**src/core/spm_cfg.svh**
```systemverilog
`ifndef SPM_CFG_SVH
`define SPM_CFG_SVH
`define SPM_A_MASK0 8'hb9
`define SPM_A_MASK1 8'hba
`define SPM_A_PORT1_SERIAL_CONTROL 8'hc0
`define SPM_A_DBUF1 8'hc1
`define SPM_A_SADR0 8'hd0
`define SPM_A_SADR1 8'hd1
`define SPM_A_CFG 8'hd2
`define SPM_A_ISTAT 8'hd3
`define SPM_A_IMASK 8'hd4
`define SPM_RST8 8'h00
`define SPM_B_RI 0
`define SPM_B_TI 1
`define SPM_B_RB8 2
`define SPM_B_TB8 3
`define SPM_B_REN 4
`define SPM_B_SM2 5
`define SPM_B_SM1 6
`define SPM_B_SM0 7
`define SPM_B_RATE_DOUBLING_BIT 0
`define SPM_B_FSEL 1
`define SPM_I_RX 0
`define SPM_I_TX 1
`define SPM_I_FE 2
`define SPM_I_P0 3
`define SPM_IRQ_W 4
`define SPM_M0_SLOW_T 12
`define SPM_M0_FAST_T 4
`define SPM_M2_SLOW_T 64
`define SPM_M2_FAST_T 32
`define SPM_OVS 16
`define SPM_OVS_MID 8
`endif

```
**src/core/spm_pkg.sv**
```systemverilog
`default_nettype none
package spm_pkg;
  typedef struct packed {
    logic [7:0] addr;
    logic [7:0] wdata;
    logic wr;
    logic rd;
  } spm_bus_t;
  typedef enum logic [1:0] {SPM_M0, SPM_M1, SPM_M2, SPM_M3} spm_mode_t;
  typedef enum logic [1:0] {RX_IDLE, RX_START, RX_DATA, RX_STOP} spm_rx_st_t;
endpackage
`default_nettype wire

```
**src/core/spm_top.sv**
```systemverilog
`include "spm_cfg.svh"
`default_nettype none
// Summary of operation
// RULE1 - control bits 7..5 select port 1 mode; the code takes the mode from bits 7..6 only
// RULE2 - mode 0: 8-bit synchronous, 12 or 4 clocks
// RULE3 - modes 1/3: 10/11-bit frames, timer 1 rate
// RULE4 - mode 2: 11-bit frames, 64 or 32 clocks
// RULE5 - auxiliary bit enables multiprocessor in modes 2/3
// RULE6 - port 0 mask bits select compared address bits
// RULE7 - port 1 mask bits select compared address bits
// RULE8 - cleared mask bit is excluded from comparison
// RULE9 - all-zero mask accepts every received byte
// RULE10 - multiprocessor mode needs ninth bit one
// RULE11 - ninth transmit bit sent in modes 2/3
// RULE12 - software clears transmit and receive done flags
// RULE13 - framing select makes bit 7 a framing flag
// RULE14 - address compare gates receive done at frame end
module spm_top #(
  parameter int unsigned M0_SLOW = `SPM_M0_SLOW_T,
  parameter int unsigned M0_FAST = `SPM_M0_FAST_T,
  parameter int unsigned M2_SLOW = `SPM_M2_SLOW_T,
  parameter int unsigned M2_FAST = `SPM_M2_FAST_T
) (
  input wire logic clk_i,
  input wire logic rstn_i,
  input wire spm_pkg::spm_bus_t bus_i,
  output logic [7:0] rdata_o,
  input wire logic t1_ovf_i,
  input wire logic rxd_i,
  output logic rxd_o,
  output logic rxd_oe_n_o,
  output logic txd_o,
  input wire logic p0_rx_done_i,
  input wire logic [7:0] p0_rx_byte_i,
  output logic p0_rx_irq_o,
  output logic irq_o
);
  logic [7:0] mask0_q, mask1_q, sadr0_q, sadr1_q, rxbuf_q;
  logic [6:0] scon_q;
  logic sm0_q, fe_q, rate_doubling_bit_q, fsel_q;
  logic [`SPM_IRQ_W-1:0] ist_q, imsk_q, ev;
  logic rxd_s1_q, rxd_s2_q, rxd_s3_q;
  spm_pkg::spm_mode_t mode;
  logic sm2, ren, m0, async11;

  // mode bit 7 lives apart from the framing flag
  assign mode = spm_pkg::spm_mode_t'({sm0_q, scon_q[`SPM_B_SM1]}); // see RULE1
  assign sm2 = scon_q[`SPM_B_SM2];
  assign ren = scon_q[`SPM_B_REN];
  assign m0 = (mode == spm_pkg::SPM_M0);
  assign async11 = (mode == spm_pkg::SPM_M2) || (mode == spm_pkg::SPM_M3);

  function automatic logic hit(input logic [7:0] a);
    hit = bus_i.addr == a;
  endfunction

  // two stages before anything reads the pin
  always_ff @(posedge clk_i) begin
    if (!rstn_i) begin
      rxd_s1_q <= 1'b1;
      rxd_s2_q <= 1'b1;
      rxd_s3_q <= 1'b1;
    end else begin
      rxd_s1_q <= rxd_i;
      rxd_s2_q <= rxd_s1_q;
      rxd_s3_q <= rxd_s2_q;
    end
  end

  // oversampling tick, sixteen per asynchronous bit
  logic [5:0] div_q;
  logic [5:0] lim;
  logic t1half_q;
  logic tick16;
  assign lim = rate_doubling_bit_q ? 6'(M2_FAST / `SPM_OVS - 1) : 6'(M2_SLOW / `SPM_OVS - 1); // see RULE4
  // timer overflow halved unless rate doubling is set
  assign tick16 = (mode == spm_pkg::SPM_M2) ? (div_q >= lim)
                : (t1_ovf_i && (rate_doubling_bit_q || t1half_q)); // see RULE3

  always_ff @(posedge clk_i) begin
    if (!rstn_i) begin
      div_q <= 6'h00;
    end else if (mode != spm_pkg::SPM_M2 || div_q >= lim) begin
      div_q <= 6'h00;
    end else begin
      div_q <= div_q + 6'h01;
    end
  end

  always_ff @(posedge clk_i) begin
    if (!rstn_i) begin
      t1half_q <= 1'b0;
    end else if (t1_ovf_i) begin
      t1half_q <= !t1half_q;
    end
  end

  // shifter shared by all transmit modes and mode 0 receive
  logic tx_busy_q, m0rx_q;
  logic [10:0] tx_sh_q;
  logic [3:0] tx_bits_q, tx_ph_q, m0cnt_q, m0per;
  logic tx_start, m0rx_start, m0_tick, step, tx_done_ev, m0rx_done;
  assign m0per = sm2 ? 4'(M0_FAST) : 4'(M0_SLOW); // see RULE2
  assign m0_tick = tx_busy_q && m0 && (m0cnt_q == m0per - 4'h1);
  assign step = m0 ? m0_tick : (tick16 && tx_ph_q == 4'(`SPM_OVS - 1));
  assign tx_start = bus_i.wr && hit(`SPM_A_DBUF1) && !tx_busy_q;
  // mode 0 receive restarts while enabled and no byte is pending
  assign m0rx_start = m0 && ren && !scon_q[`SPM_B_RI] && !tx_busy_q && !tx_start;
  assign tx_done_ev = tx_busy_q && step && !m0rx_q && tx_bits_q == (m0 ? 4'h1 : 4'h2);
  assign m0rx_done = tx_busy_q && step && m0rx_q && tx_bits_q == 4'h1;

  always_ff @(posedge clk_i) begin
    if (!rstn_i || !tx_busy_q || !m0 || m0_tick) begin
      m0cnt_q <= 4'h0;
    end else begin
      m0cnt_q <= m0cnt_q + 4'h1;
    end
  end

  always_ff @(posedge clk_i) begin
    if (!rstn_i) begin
      tx_busy_q <= 1'b0;
      m0rx_q <= 1'b0;
      tx_sh_q <= '1;
      tx_bits_q <= 4'h0;
      tx_ph_q <= 4'h0;
    end else if (tx_start) begin
      tx_busy_q <= 1'b1;
      m0rx_q <= 1'b0;
      tx_ph_q <= 4'h0;
      case (mode)
        spm_pkg::SPM_M0: begin
          tx_sh_q <= {3'b111, bus_i.wdata}; // see RULE2
          tx_bits_q <= 4'd8;
        end
        spm_pkg::SPM_M1: begin
          tx_sh_q <= {2'b11, bus_i.wdata, 1'b0}; // see RULE3
          tx_bits_q <= 4'd10;
        end
        default: begin
          tx_sh_q <= {1'b1, scon_q[`SPM_B_TB8], bus_i.wdata, 1'b0}; // see RULE11
          tx_bits_q <= 4'd11;
        end
      endcase
    end else if (m0rx_start) begin
      tx_busy_q <= 1'b1;
      m0rx_q <= 1'b1;
      tx_sh_q <= '1;
      tx_bits_q <= 4'd8;
      tx_ph_q <= 4'h0;
    end else if (tx_busy_q) begin
      if (tick16 && !m0) begin
        tx_ph_q <= tx_ph_q + 4'h1;
      end
      if (step) begin
        if (m0rx_q) begin
          tx_sh_q <= {3'b111, rxd_s2_q, tx_sh_q[7:1]};
        end else begin
          tx_sh_q <= {1'b1, tx_sh_q[10:1]};
        end
        tx_bits_q <= tx_bits_q - 4'h1;
        if (tx_bits_q == 4'h1) begin
          tx_busy_q <= 1'b0;
        end
      end
    end
  end

  // mode 0 drives data on the two-way pin and the shift clock on txd
  always_ff @(posedge clk_i) begin
    if (!rstn_i) begin
      txd_o <= 1'b1;
      rxd_o <= 1'b1;
      rxd_oe_n_o <= 1'b1;
    end else begin
      if (!tx_busy_q) begin
        txd_o <= 1'b1;
      end else if (m0) begin
        txd_o <= m0cnt_q >= (m0per >> 1);
      end else begin
        txd_o <= tx_sh_q[0];
      end
      rxd_o <= (m0 && tx_busy_q && !m0rx_q) ? tx_sh_q[0] : 1'b1;
      rxd_oe_n_o <= !(m0 && tx_busy_q && !m0rx_q);
    end
  end

  // asynchronous receiver, mid-bit sampling
  spm_pkg::spm_rx_st_t rx_st_q;
  logic [3:0] rx_ph_q, rx_cnt_q, nbits;
  logic [8:0] rx_sh_q;
  logic samp, rx_done_a;
  assign samp = tick16 && rx_ph_q == 4'(`SPM_OVS_MID - 1);
  assign nbits = (mode == spm_pkg::SPM_M1) ? 4'd8 : 4'd9; // see RULE3
  assign rx_done_a = (rx_st_q == spm_pkg::RX_STOP) && samp;

  always_ff @(posedge clk_i) begin
    if (!rstn_i) begin
      rx_st_q <= spm_pkg::RX_IDLE;
      rx_ph_q <= 4'h0;
      rx_cnt_q <= 4'h0;
      rx_sh_q <= 9'h000;
    end else begin
      if (tick16) begin
        rx_ph_q <= rx_ph_q + 4'h1;
      end
      case (rx_st_q)
        spm_pkg::RX_IDLE: begin
          if (ren && !m0 && rxd_s3_q && !rxd_s2_q) begin
            rx_st_q <= spm_pkg::RX_START;
            rx_ph_q <= 4'h0;
          end
        end
        spm_pkg::RX_START: begin
          if (samp) begin
            // a start bit that is high again was noise
            rx_st_q <= rxd_s2_q ? spm_pkg::RX_IDLE : spm_pkg::RX_DATA;
            rx_cnt_q <= 4'h0;
          end
        end
        spm_pkg::RX_DATA: begin
          if (samp) begin
            rx_sh_q <= {rxd_s2_q, rx_sh_q[8:1]};
            rx_cnt_q <= rx_cnt_q + 4'h1;
            if (rx_cnt_q == nbits - 4'h1) begin
              rx_st_q <= spm_pkg::RX_STOP;
            end
          end
        end
        spm_pkg::RX_STOP: begin
          if (samp) begin
            rx_st_q <= spm_pkg::RX_IDLE;
          end
        end
        default: rx_st_q <= spm_pkg::RX_IDLE;
      endcase
    end
  end

  // frame end: qualify the byte before raising receive done
  logic rx_done, rx9, stop_ok, addr_ok, mp, rx_accept, fe_ev, p0_hit;
  logic [7:0] rx_byte;
  always_comb begin
    rx_done = rx_done_a || m0rx_done;
    stop_ok = m0rx_done || rxd_s2_q;
    if (m0rx_done) begin
      rx_byte = {rxd_s2_q, tx_sh_q[7:1]};
      rx9 = scon_q[`SPM_B_RB8];
    end else if (mode == spm_pkg::SPM_M1) begin
      rx_byte = rx_sh_q[8:1];
      rx9 = rxd_s2_q;
    end else begin
      rx_byte = rx_sh_q[7:0];
      rx9 = rx_sh_q[8];
    end
  end
  // zero mask bits drop out, so an all-zero mask always matches
  assign addr_ok = ((rx_byte ^ sadr1_q) & mask1_q) == `SPM_RST8; // see RULE7 see RULE8 see RULE9
  assign mp = async11 && sm2; // see RULE5
  assign rx_accept = rx_done && addr_ok && !(mp && !rx9) // see RULE10 see RULE14
                  && !(mode == spm_pkg::SPM_M1 && sm2 && !stop_ok);
  assign fe_ev = rx_done_a && !rxd_s2_q && fsel_q; // see RULE13
  assign p0_hit = p0_rx_done_i
               && ((p0_rx_byte_i ^ sadr0_q) & mask0_q) == `SPM_RST8; // see RULE6 see RULE9

  // control register: hardware sets of the done flags win over writes
  always_ff @(posedge clk_i) begin
    if (!rstn_i) begin
      scon_q <= 7'h00;
      sm0_q <= 1'b0;
      fe_q <= 1'b0;
      rxbuf_q <= `SPM_RST8;
    end else begin
      if (bus_i.wr && hit(`SPM_A_PORT1_SERIAL_CONTROL)) begin
        scon_q <= bus_i.wdata[6:0];
        if (fsel_q) begin
          fe_q <= bus_i.wdata[`SPM_B_SM0]; // see RULE13
        end else begin
          sm0_q <= bus_i.wdata[`SPM_B_SM0]; // see RULE1
        end
      end
      if (rx_accept) begin
        rxbuf_q <= rx_byte;
        scon_q[`SPM_B_RB8] <= rx9;
        scon_q[`SPM_B_RI] <= 1'b1;
      end
      if (tx_done_ev) begin
        scon_q[`SPM_B_TI] <= 1'b1;
      end
      if (fe_ev) begin
        fe_q <= 1'b1;
      end
    end
  end

  always_ff @(posedge clk_i) begin
    if (!rstn_i) begin
      mask0_q <= `SPM_RST8;
      mask1_q <= `SPM_RST8;
      sadr0_q <= `SPM_RST8;
      sadr1_q <= `SPM_RST8;
      rate_doubling_bit_q <= 1'b0;
      fsel_q <= 1'b0;
      imsk_q <= '0;
    end else if (bus_i.wr) begin
      if (hit(`SPM_A_MASK0)) mask0_q <= bus_i.wdata;
      if (hit(`SPM_A_MASK1)) mask1_q <= bus_i.wdata;
      if (hit(`SPM_A_SADR0)) sadr0_q <= bus_i.wdata;
      if (hit(`SPM_A_SADR1)) sadr1_q <= bus_i.wdata;
      if (hit(`SPM_A_IMASK)) imsk_q <= bus_i.wdata[`SPM_IRQ_W-1:0];
      if (hit(`SPM_A_CFG)) begin
        rate_doubling_bit_q <= bus_i.wdata[`SPM_B_RATE_DOUBLING_BIT];
        fsel_q <= bus_i.wdata[`SPM_B_FSEL];
      end
    end
  end

  // sticky status, write one to clear, a new event wins
  assign ev = {p0_hit, fe_ev, tx_done_ev, rx_accept};
  always_ff @(posedge clk_i) begin
    if (!rstn_i) begin
      ist_q <= '0;
      irq_o <= 1'b0;
      p0_rx_irq_o <= 1'b0;
    end else begin
      ist_q <= (ist_q & ~((bus_i.wr && hit(`SPM_A_ISTAT))
               ? bus_i.wdata[`SPM_IRQ_W-1:0] : '0)) | ev;
      irq_o <= |(ist_q & imsk_q);
      p0_rx_irq_o <= p0_hit;
    end
  end

  always_ff @(posedge clk_i) begin
    if (!rstn_i || !bus_i.rd) begin
      rdata_o <= `SPM_RST8;
    end else begin
      case (bus_i.addr)
        `SPM_A_MASK0: rdata_o <= mask0_q;
        `SPM_A_MASK1: rdata_o <= mask1_q;
        `SPM_A_PORT1_SERIAL_CONTROL: rdata_o <= {fsel_q ? fe_q : sm0_q, scon_q}; // see RULE13
        `SPM_A_DBUF1: rdata_o <= rxbuf_q;
        `SPM_A_SADR0: rdata_o <= sadr0_q;
        `SPM_A_SADR1: rdata_o <= sadr1_q;
        `SPM_A_CFG: rdata_o <= {6'h00, fsel_q, rate_doubling_bit_q};
        `SPM_A_ISTAT: rdata_o <= {4'h0, ist_q};
        `SPM_A_IMASK: rdata_o <= {4'h0, imsk_q};
        default: rdata_o <= `SPM_RST8;
      endcase
    end
  end
endmodule
`default_nettype wire

```
**config.mk**
```make
export PLATFORM = sky130hd
export DESIGN_NAME = spm_top
export DESIGN_NICKNAME = d
export VERILOG_FILES = /design/src/core/spm_pkg.sv /design/src/core/spm_top.sv
export VERILOG_INCLUDE_DIRS = /design/src /design/src/core
export SDC_FILE = /design/constraint.sdc
export NUM_CORES = 1
export LEC_CHECK = 0
export BUFFER_PORTS_ARGS = -buffer_cell sky130_fd_sc_hd__buf_2
export CAP_MARGIN = 20
export CORE_UTILIZATION = 55
export DETAILED_ROUTE_END_ITERATION = 10
export GPL_ROUTABILITY_DRIVEN = 0
export PLACE_DENSITY = 0.73
export SLEW_MARGIN = 10
export SYNTH_ARGS = -nofsm -noshare
export SYNTH_HDL_FRONTEND = slang
export SYNTH_SLANG_ARGS = --single-unit
```
**constraint.sdc**
```tcl
create_clock -name clk_i -period 2.7 [get_ports clk_i]
set_input_delay 0.27 -clock clk_i [delete_from_list [all_inputs] [get_ports clk_i]]
set_output_delay 0.27 -clock clk_i [all_outputs]
set_load 0.02 [all_outputs]
```
== Word-level counts from Yosys, hierarchy flattened ==
Cells that the tools add are included.
W data, S select, Z words.

* Reduce and logical (&&, ||, !) cells: 87
* Eq/ne operators: 27
* Add/subtract/negate cells: 8
* $lt $le $gt $ge: 2
* Bitwise gates (word level): 10
* Mux-type cells: 50

{| class="wikitable"
|+ Operators with widths
! cell !! count
|-
| $eq A8 B8 Y1 const B || 9
|-
| $pmux W8 S9 || 1
|-
| $mux W11 || 4
|-
| $mux W4 || 11
|-
| $logic_and A1 B1 Y1 || 34
|-
| $reduce_and A2 Y1 || 13
|-
| $pmux W10 S2 || 1
|-
| $mux W1 || 18
|-
| $add A4 B1 Y4 const B || 4
|-
| $and A8 B8 Y8 || 2
|-
| $logic_not A8 Y1 || 2
|-
| $mux W2 || 8
|-
| $mux W8 || 2
|-
| $xor A8 B8 Y8 || 2
|-
| $logic_not A1 Y1 || 14
|-
| $ne A2 B2 Y1 const B || 6
|-
| $sub A4 B1 Y4 const B || 3
|-
| $mux W10 || 1
|-
| $reduce_bool A2 Y1 || 5
|-
| $logic_or A1 B1 Y1 || 9
|-
| $and A4 B4 Y4 || 2
|-
| $eq A2 B2 Y1 const B || 4
|-
| $eq A4 B4 Y1 || 2
|-
| $pmux W2 S4 || 1
|-
| other kinds (21) || 26
|}

* Bits of input ports: 31
* Bits in registers: 126
* Output and inout port bits: 13
* Logic and storage cells: 219

== Logic depth before layout (Yosys ltp) ==
* Depth after elaboration: 16
* Gate-level depth with buffers: 12
* Mapped depth without buffers: 11

== Worst setup path after synthesis ==
No wires, ideal clock.

* Path kind: register -> register
* From: register rate_doubling_bit_q
* To: register rxbuf_q[2]
* Path buffers: 1
* Cell stages (with the launch flop): 12
* Setup time: 116 ps
* Slack: 129 ps
* Period minus slack after synthesis: 2571 ps
* Required time: 2584 ps
* Arrival time: 2454 ps
* Path through: dfxtp_1 -> ha_1 -> nand2_1 -> a32oi_2 -> a21oi_2 -> buf_6 -> or3_1 -> nor4bb_1 -> a221oi_1 -> o211a_1 -> a21oi_1 -> a41o_1

* Word-level cells in the longest chain between the ends: 15

{| class="wikitable"
|+ Ends and longest elaborated chain
! item !! RTL line !! RTL
|-
| from (decl) || spm_top.sv:40 || <nowiki>logic sm0_q, fe_q, rate_doubling_bit_q, fsel_q;</nowiki>
|-
| from (signal assigned) || spm_top.sv:312 || <nowiki>rate_doubling_bit_q <= bus_i.wdata[`SPM_B_RATE_DOUBLING_BIT];</nowiki>
|-
| $mux W2 / $logic_or A1 B1 Y1 (equally long branches) || spm_top.sv:75, spm_top.sv:78 ||
|-
| $ge A6 B2 Y1 / $logic_and A1 B1 Y1 (equally long branches) || spm_top.sv:77, spm_top.sv:78 ||
|-
| $mux W1 (*) || spm_top.sv:77 || <nowiki>assign tick16 = (mode == spm_pkg::SPM_M2) ? (div_q >= lim)</nowiki>
|-
| $logic_and A1 B1 Y1 || spm_top.sv:105 || <nowiki>assign step = m0 ? m0_tick : (tick16 && tx_ph_q == 4'(`SPM_OVS - 1));</nowiki>
|-
| $mux W1 || spm_top.sv:105 ||
|-
| $logic_and A1 B1 Y1 (3 in series) || spm_top.sv:110 || <nowiki>assign m0rx_done = tx_busy_q && step && m0rx_q && tx_bits_q == 4'h1;</nowiki>
|-
| $mux W8 || spm_top.sv:246 || <nowiki>if (m0rx_done) begin</nowiki>
|-
| $xor A8 B8 Y8 || spm_top.sv:258 || <nowiki>assign addr_ok = ((rx_byte ^ sadr1_q) & mask1_q) == `SPM_RST8;</nowiki>
|-
| $and A8 B8 Y8 || spm_top.sv:258 ||
|-
| $logic_not A8 Y1 (no source line) || n/a ||
|-
| $logic_and A1 B1 Y1 (2 in series) || spm_top.sv:260 || <nowiki>assign rx_accept = rx_done && addr_ok && !(mp && !rx9)</nowiki>
|-
| $logic_and A1 B1 Y1 || spm_top.sv:261 || <nowiki>&& !(mode == spm_pkg::SPM_M1 && sm2 && !stop_ok);</nowiki>
|-
| to (signal assigned) || spm_top.sv:272 || <nowiki>rxbuf_q <= `SPM_RST8;</nowiki>
|-
| to (signal assigned) || spm_top.sv:283 || <nowiki>rxbuf_q <= rx_byte;</nowiki>
|-
| to (decl) || spm_top.sv:38 || <nowiki>logic [7:0] mask0_q, mask1_q, sadr0_q, sadr1_q, rxbuf_q;</nowiki>
|}

Mark *: on every way between the ends. The rest lies on a longest branch, timed or not.
A chain may end at the register's enable or synchronous reset.

== Worst setup path after layout ==
* From: register rate_doubling_bit_q
* To: register rxbuf_q[0]

Same word-level chain as after synthesis.

==> impl_metrics.ini <==
[critical_path]
path_cells = ha_1 -> nand2_1 -> a32oi_2 -> a21oi_4 -> or3_4 -> nor4bb_1 -> a221oi_1 -> o211a_1 -> nand2_2 -> mux2i_1
worst-setup-path-type = reg2reg
ff2ff_setup_slack_ns = 0.1
cp_max_fo = 8
path_buf_inv = 0
crit_path_start_kind = register
reg2reg_from = rate_doubling_bit_q
r2r-end = rxbuf_q[0]
required_ns = 3.13
r2r_cells = 10
critPathTopFamily = compound AO/OA/AOI/OAI gates
slowest_delay_ns = 0.38
arrival_ns = 3.03
worst_path_max_delay_cell = or3_4
end_kind = register

[clock_network]
cts-root-buf = clkbuf_8
clk_latency_ns = 0.54
h-tree-depth = 4
path_clk_slew_ns = 0.06
cts_sinks = 125
cts_buffers = 17
cts_tree = done
clock_path_buffers = 2

[pwr]
powerDensity_nw_per_um2 = 606
p_leak_nw = 2.71
ir_drop_mv = 0.419

[synth]
yosysTopAreaCell = dfxtp_1
synth_area_leaders = dfxtp_1, nand2_1, a21boi_0
ys.flop_type = dfxtp_1
async_flop_share_pct = 0
synth_edf_count = 0
synth_cells = 734
synth_seq_cells = 125
synth_area_um2 = 6160
synth_top_area_share_pct = 40.6
avgSynthCellArea_um2 = 8.40
synth.distinct_cells = 68
synthTopCellsByCount = nand2_1, dfxtp_1, a21boi_0
synth_most_common_cell = nand2_1
yosysSeqAreaShare_pct = 40.6
yosysWarnings = 0

[final_layout]
fillerInstances = 906
postLayoutCoreUtil_pct = 66.9
stdcell_area_um2 = 7290
syn2layout_area_growth_pct = 18.3
diodes = 0
fin_nets = 826
drive_gt1_share_pct = 16.4

[drt]
via_count = 5758
wirelength_um = 17600
drt_pass1_iterations = 5
vias_per_cell = 6.14
drt_iter0_markers = 689
final_antenna_net_count = 0
drc = 0
wire_per_inst_um = 18.8

[placed_design]
place_area_um2 = 6590
dpl.hpwl_um = 12300
io_buffers = 43

[global_route]
grt_overflow = 0
grt_max_degree = 38
grtUsageTotal_pct = 31.4
grt_pass1_wl_um = 27300
first_global_vias = 5244
antenna_found_initial = 0

[hold_path]
min_from = p0_rx_done_i
whs_endpoint = p0_rx_irq_o
hold_path_class = in2reg
hold_depth = 3

[run_status]
status = finished clean

[sta]
setup_viol = 0
fin_skew_ns = 0.00451
slew_headroom_pct = 57.2
hold_viol = 0
rsz0062_at_grt = yes
fmax_ghz = 0.384
hold_slack_ns = 0.0107
worst_slew_pin_slew_ns = 0.641
slew_viol_final = 0
min_period_ns = 2.60
period_share_pct = 96.5

[floorplan]
dieHeight_um = 108
start_util_pct = 56.6
num_rows = 38
io_pins = 44
die_area_um2 = 11600
die_x_um = 108
core_um2 = 10900

[run]
drv_cap = 0
-- sequential cells by signal, indices dropped and copies added (netlist names), 4 cells and up, named ones only --
signal,flops
sadr1_q,8
tx_bits_q,4
rx_ph_q,4
imsk_q,4
div_q,6
mask1_q,8
tx_sh_q,10
mask0_q,8
tx_ph_q,4
scon_q,7
rx_cnt_q,4
rxbuf_q,8
m0cnt_q,4
sadr0_q,8
rx_sh_q,9
rdata_o,8
ist_q,4
-- kinds of logic (layout without fill, tap and decap cells) --
group                    Yosys count  after routing  synth area share [%]
AND/OR/NAND/NOR                  295            296                  22.8
AO/OA/AOI/OAI                    193            193                  22.6
flip-flops                       125            125                  40.6
buffers and inverters             57            118                  3.84
multiplexers                      27             27                  4.43
XOR/XNOR                          26             26                  3.70
adder cells (fa/ha/maj)           10             10                  2.03
other                              1              3                0.0609
-- stage by stage --
stage | power [mW] | TNS, ns | cells | setup WS [ns]
floorplan | 1.99 | 0 | 736 | 0.129
global placement | 2.05 | 0 | 901 | 0.0271
detailed placement | 2.06 | -0.495 | 901 | -0.0680
CTS | 4.44 | 0 | 934 | 0.0169
global route | 4.54 | -0.109 | 938 | -0.0336
finish | 4.42 | 0 | 938 | 0.0953
-- cell type report --
cell class	count	area (um2)	share of cell area (%)
multi-input cells	555	3480	47.8
flip-flops and latches	125	2500	34.4
clock buffers	26	488	6.70
repair buffers	77	473	6.49
well taps	140	175	2.40
clock inverters	6	130	1.79
inverters	9	33.8	0.464
-- what timing repair did --
item	4_1_cts	5_1_grt
hold buffers	1	0
gates cloned	0	1
setup endpoints to repair	11	11
setup buffers	0	3
pin swaps	0	5
hold endpoints to repair	1	0
gates resized for setup	2	11
-- tightest hold or removal path: stages --
cell and delay, ns:
buf_2 0.09, nand2_1 0.05, a211oi_1 0.07
-- placed cells by master, fill, tap and decap left out, types with 3 or more instances in the layout --
cell,Yosys,layout
a21boi_0,62,62
a21oi_1,32,32
a221oi_1,3,3
a222oi_1,12,12
a22o_1,6,6
a22oi_1,11,11
a31oi_1,11,11
and2_1,5,5
buf_2,6,43
buf_4,0,33
bufinv_16,0,4
clkbuf_1,38,5
clkbuf_16,0,16
clkbuf_8,0,5
conb_1,1,3
dfxtp_1,125,124
ha_1,10,10
inv_1,9,9
mux2i_1,25,25
nand2_1,137,137
nand2b_1,13,12
nand3_1,57,57
nand3b_1,3,3
nand4_1,5,5
nand4b_1,3,3
nor2_1,32,32
nor2b_1,4,3
nor3_1,10,9
nor4_1,4,3
o211a_1,3,3
o211ai_1,4,4
o21ai_0,23,23
o21ai_1,4,3
or2_2,3,3
xnor2_1,10,10
xor2_1,16,16
-- power breakdown --
part | switching [mW] | internal [mW]
Sequential | 0.0123 | 1.86
Combinational | 0.0991 | 0.0561
Clock | 0.798 | 1.60
-- worst max path at each step --
stage               cells past startpoint    endpoint                 from
floorplan                              11  rxbuf_q[2]  rate_doubling_bit_q
global placement                       10  rxbuf_q[7]  rate_doubling_bit_q
detailed placement                     10  rxbuf_q[5]  rate_doubling_bit_q
CTS                                     9  rxbuf_q[5]                sm0_q
global route                            9  rxbuf_q[2]                sm0_q
finish                                 10  rxbuf_q[0]  rate_doubling_bit_q
-- layer usage --
| layer | part of all wire, % | up-vias | global-route usage [%] |
|---|---|---|---|
| met3 | 10 | 47 | 8.84 |
| li1 | - | 2724 | - |
| met4 | 2.6 | 0 | 12.5 |
| met5 | 0 | - | 0 |
| met1 | 43 | 2683 | 42.5 |
| met2 | 44 | 304 | 46.7 |
(Power assumes the default switching activity.)
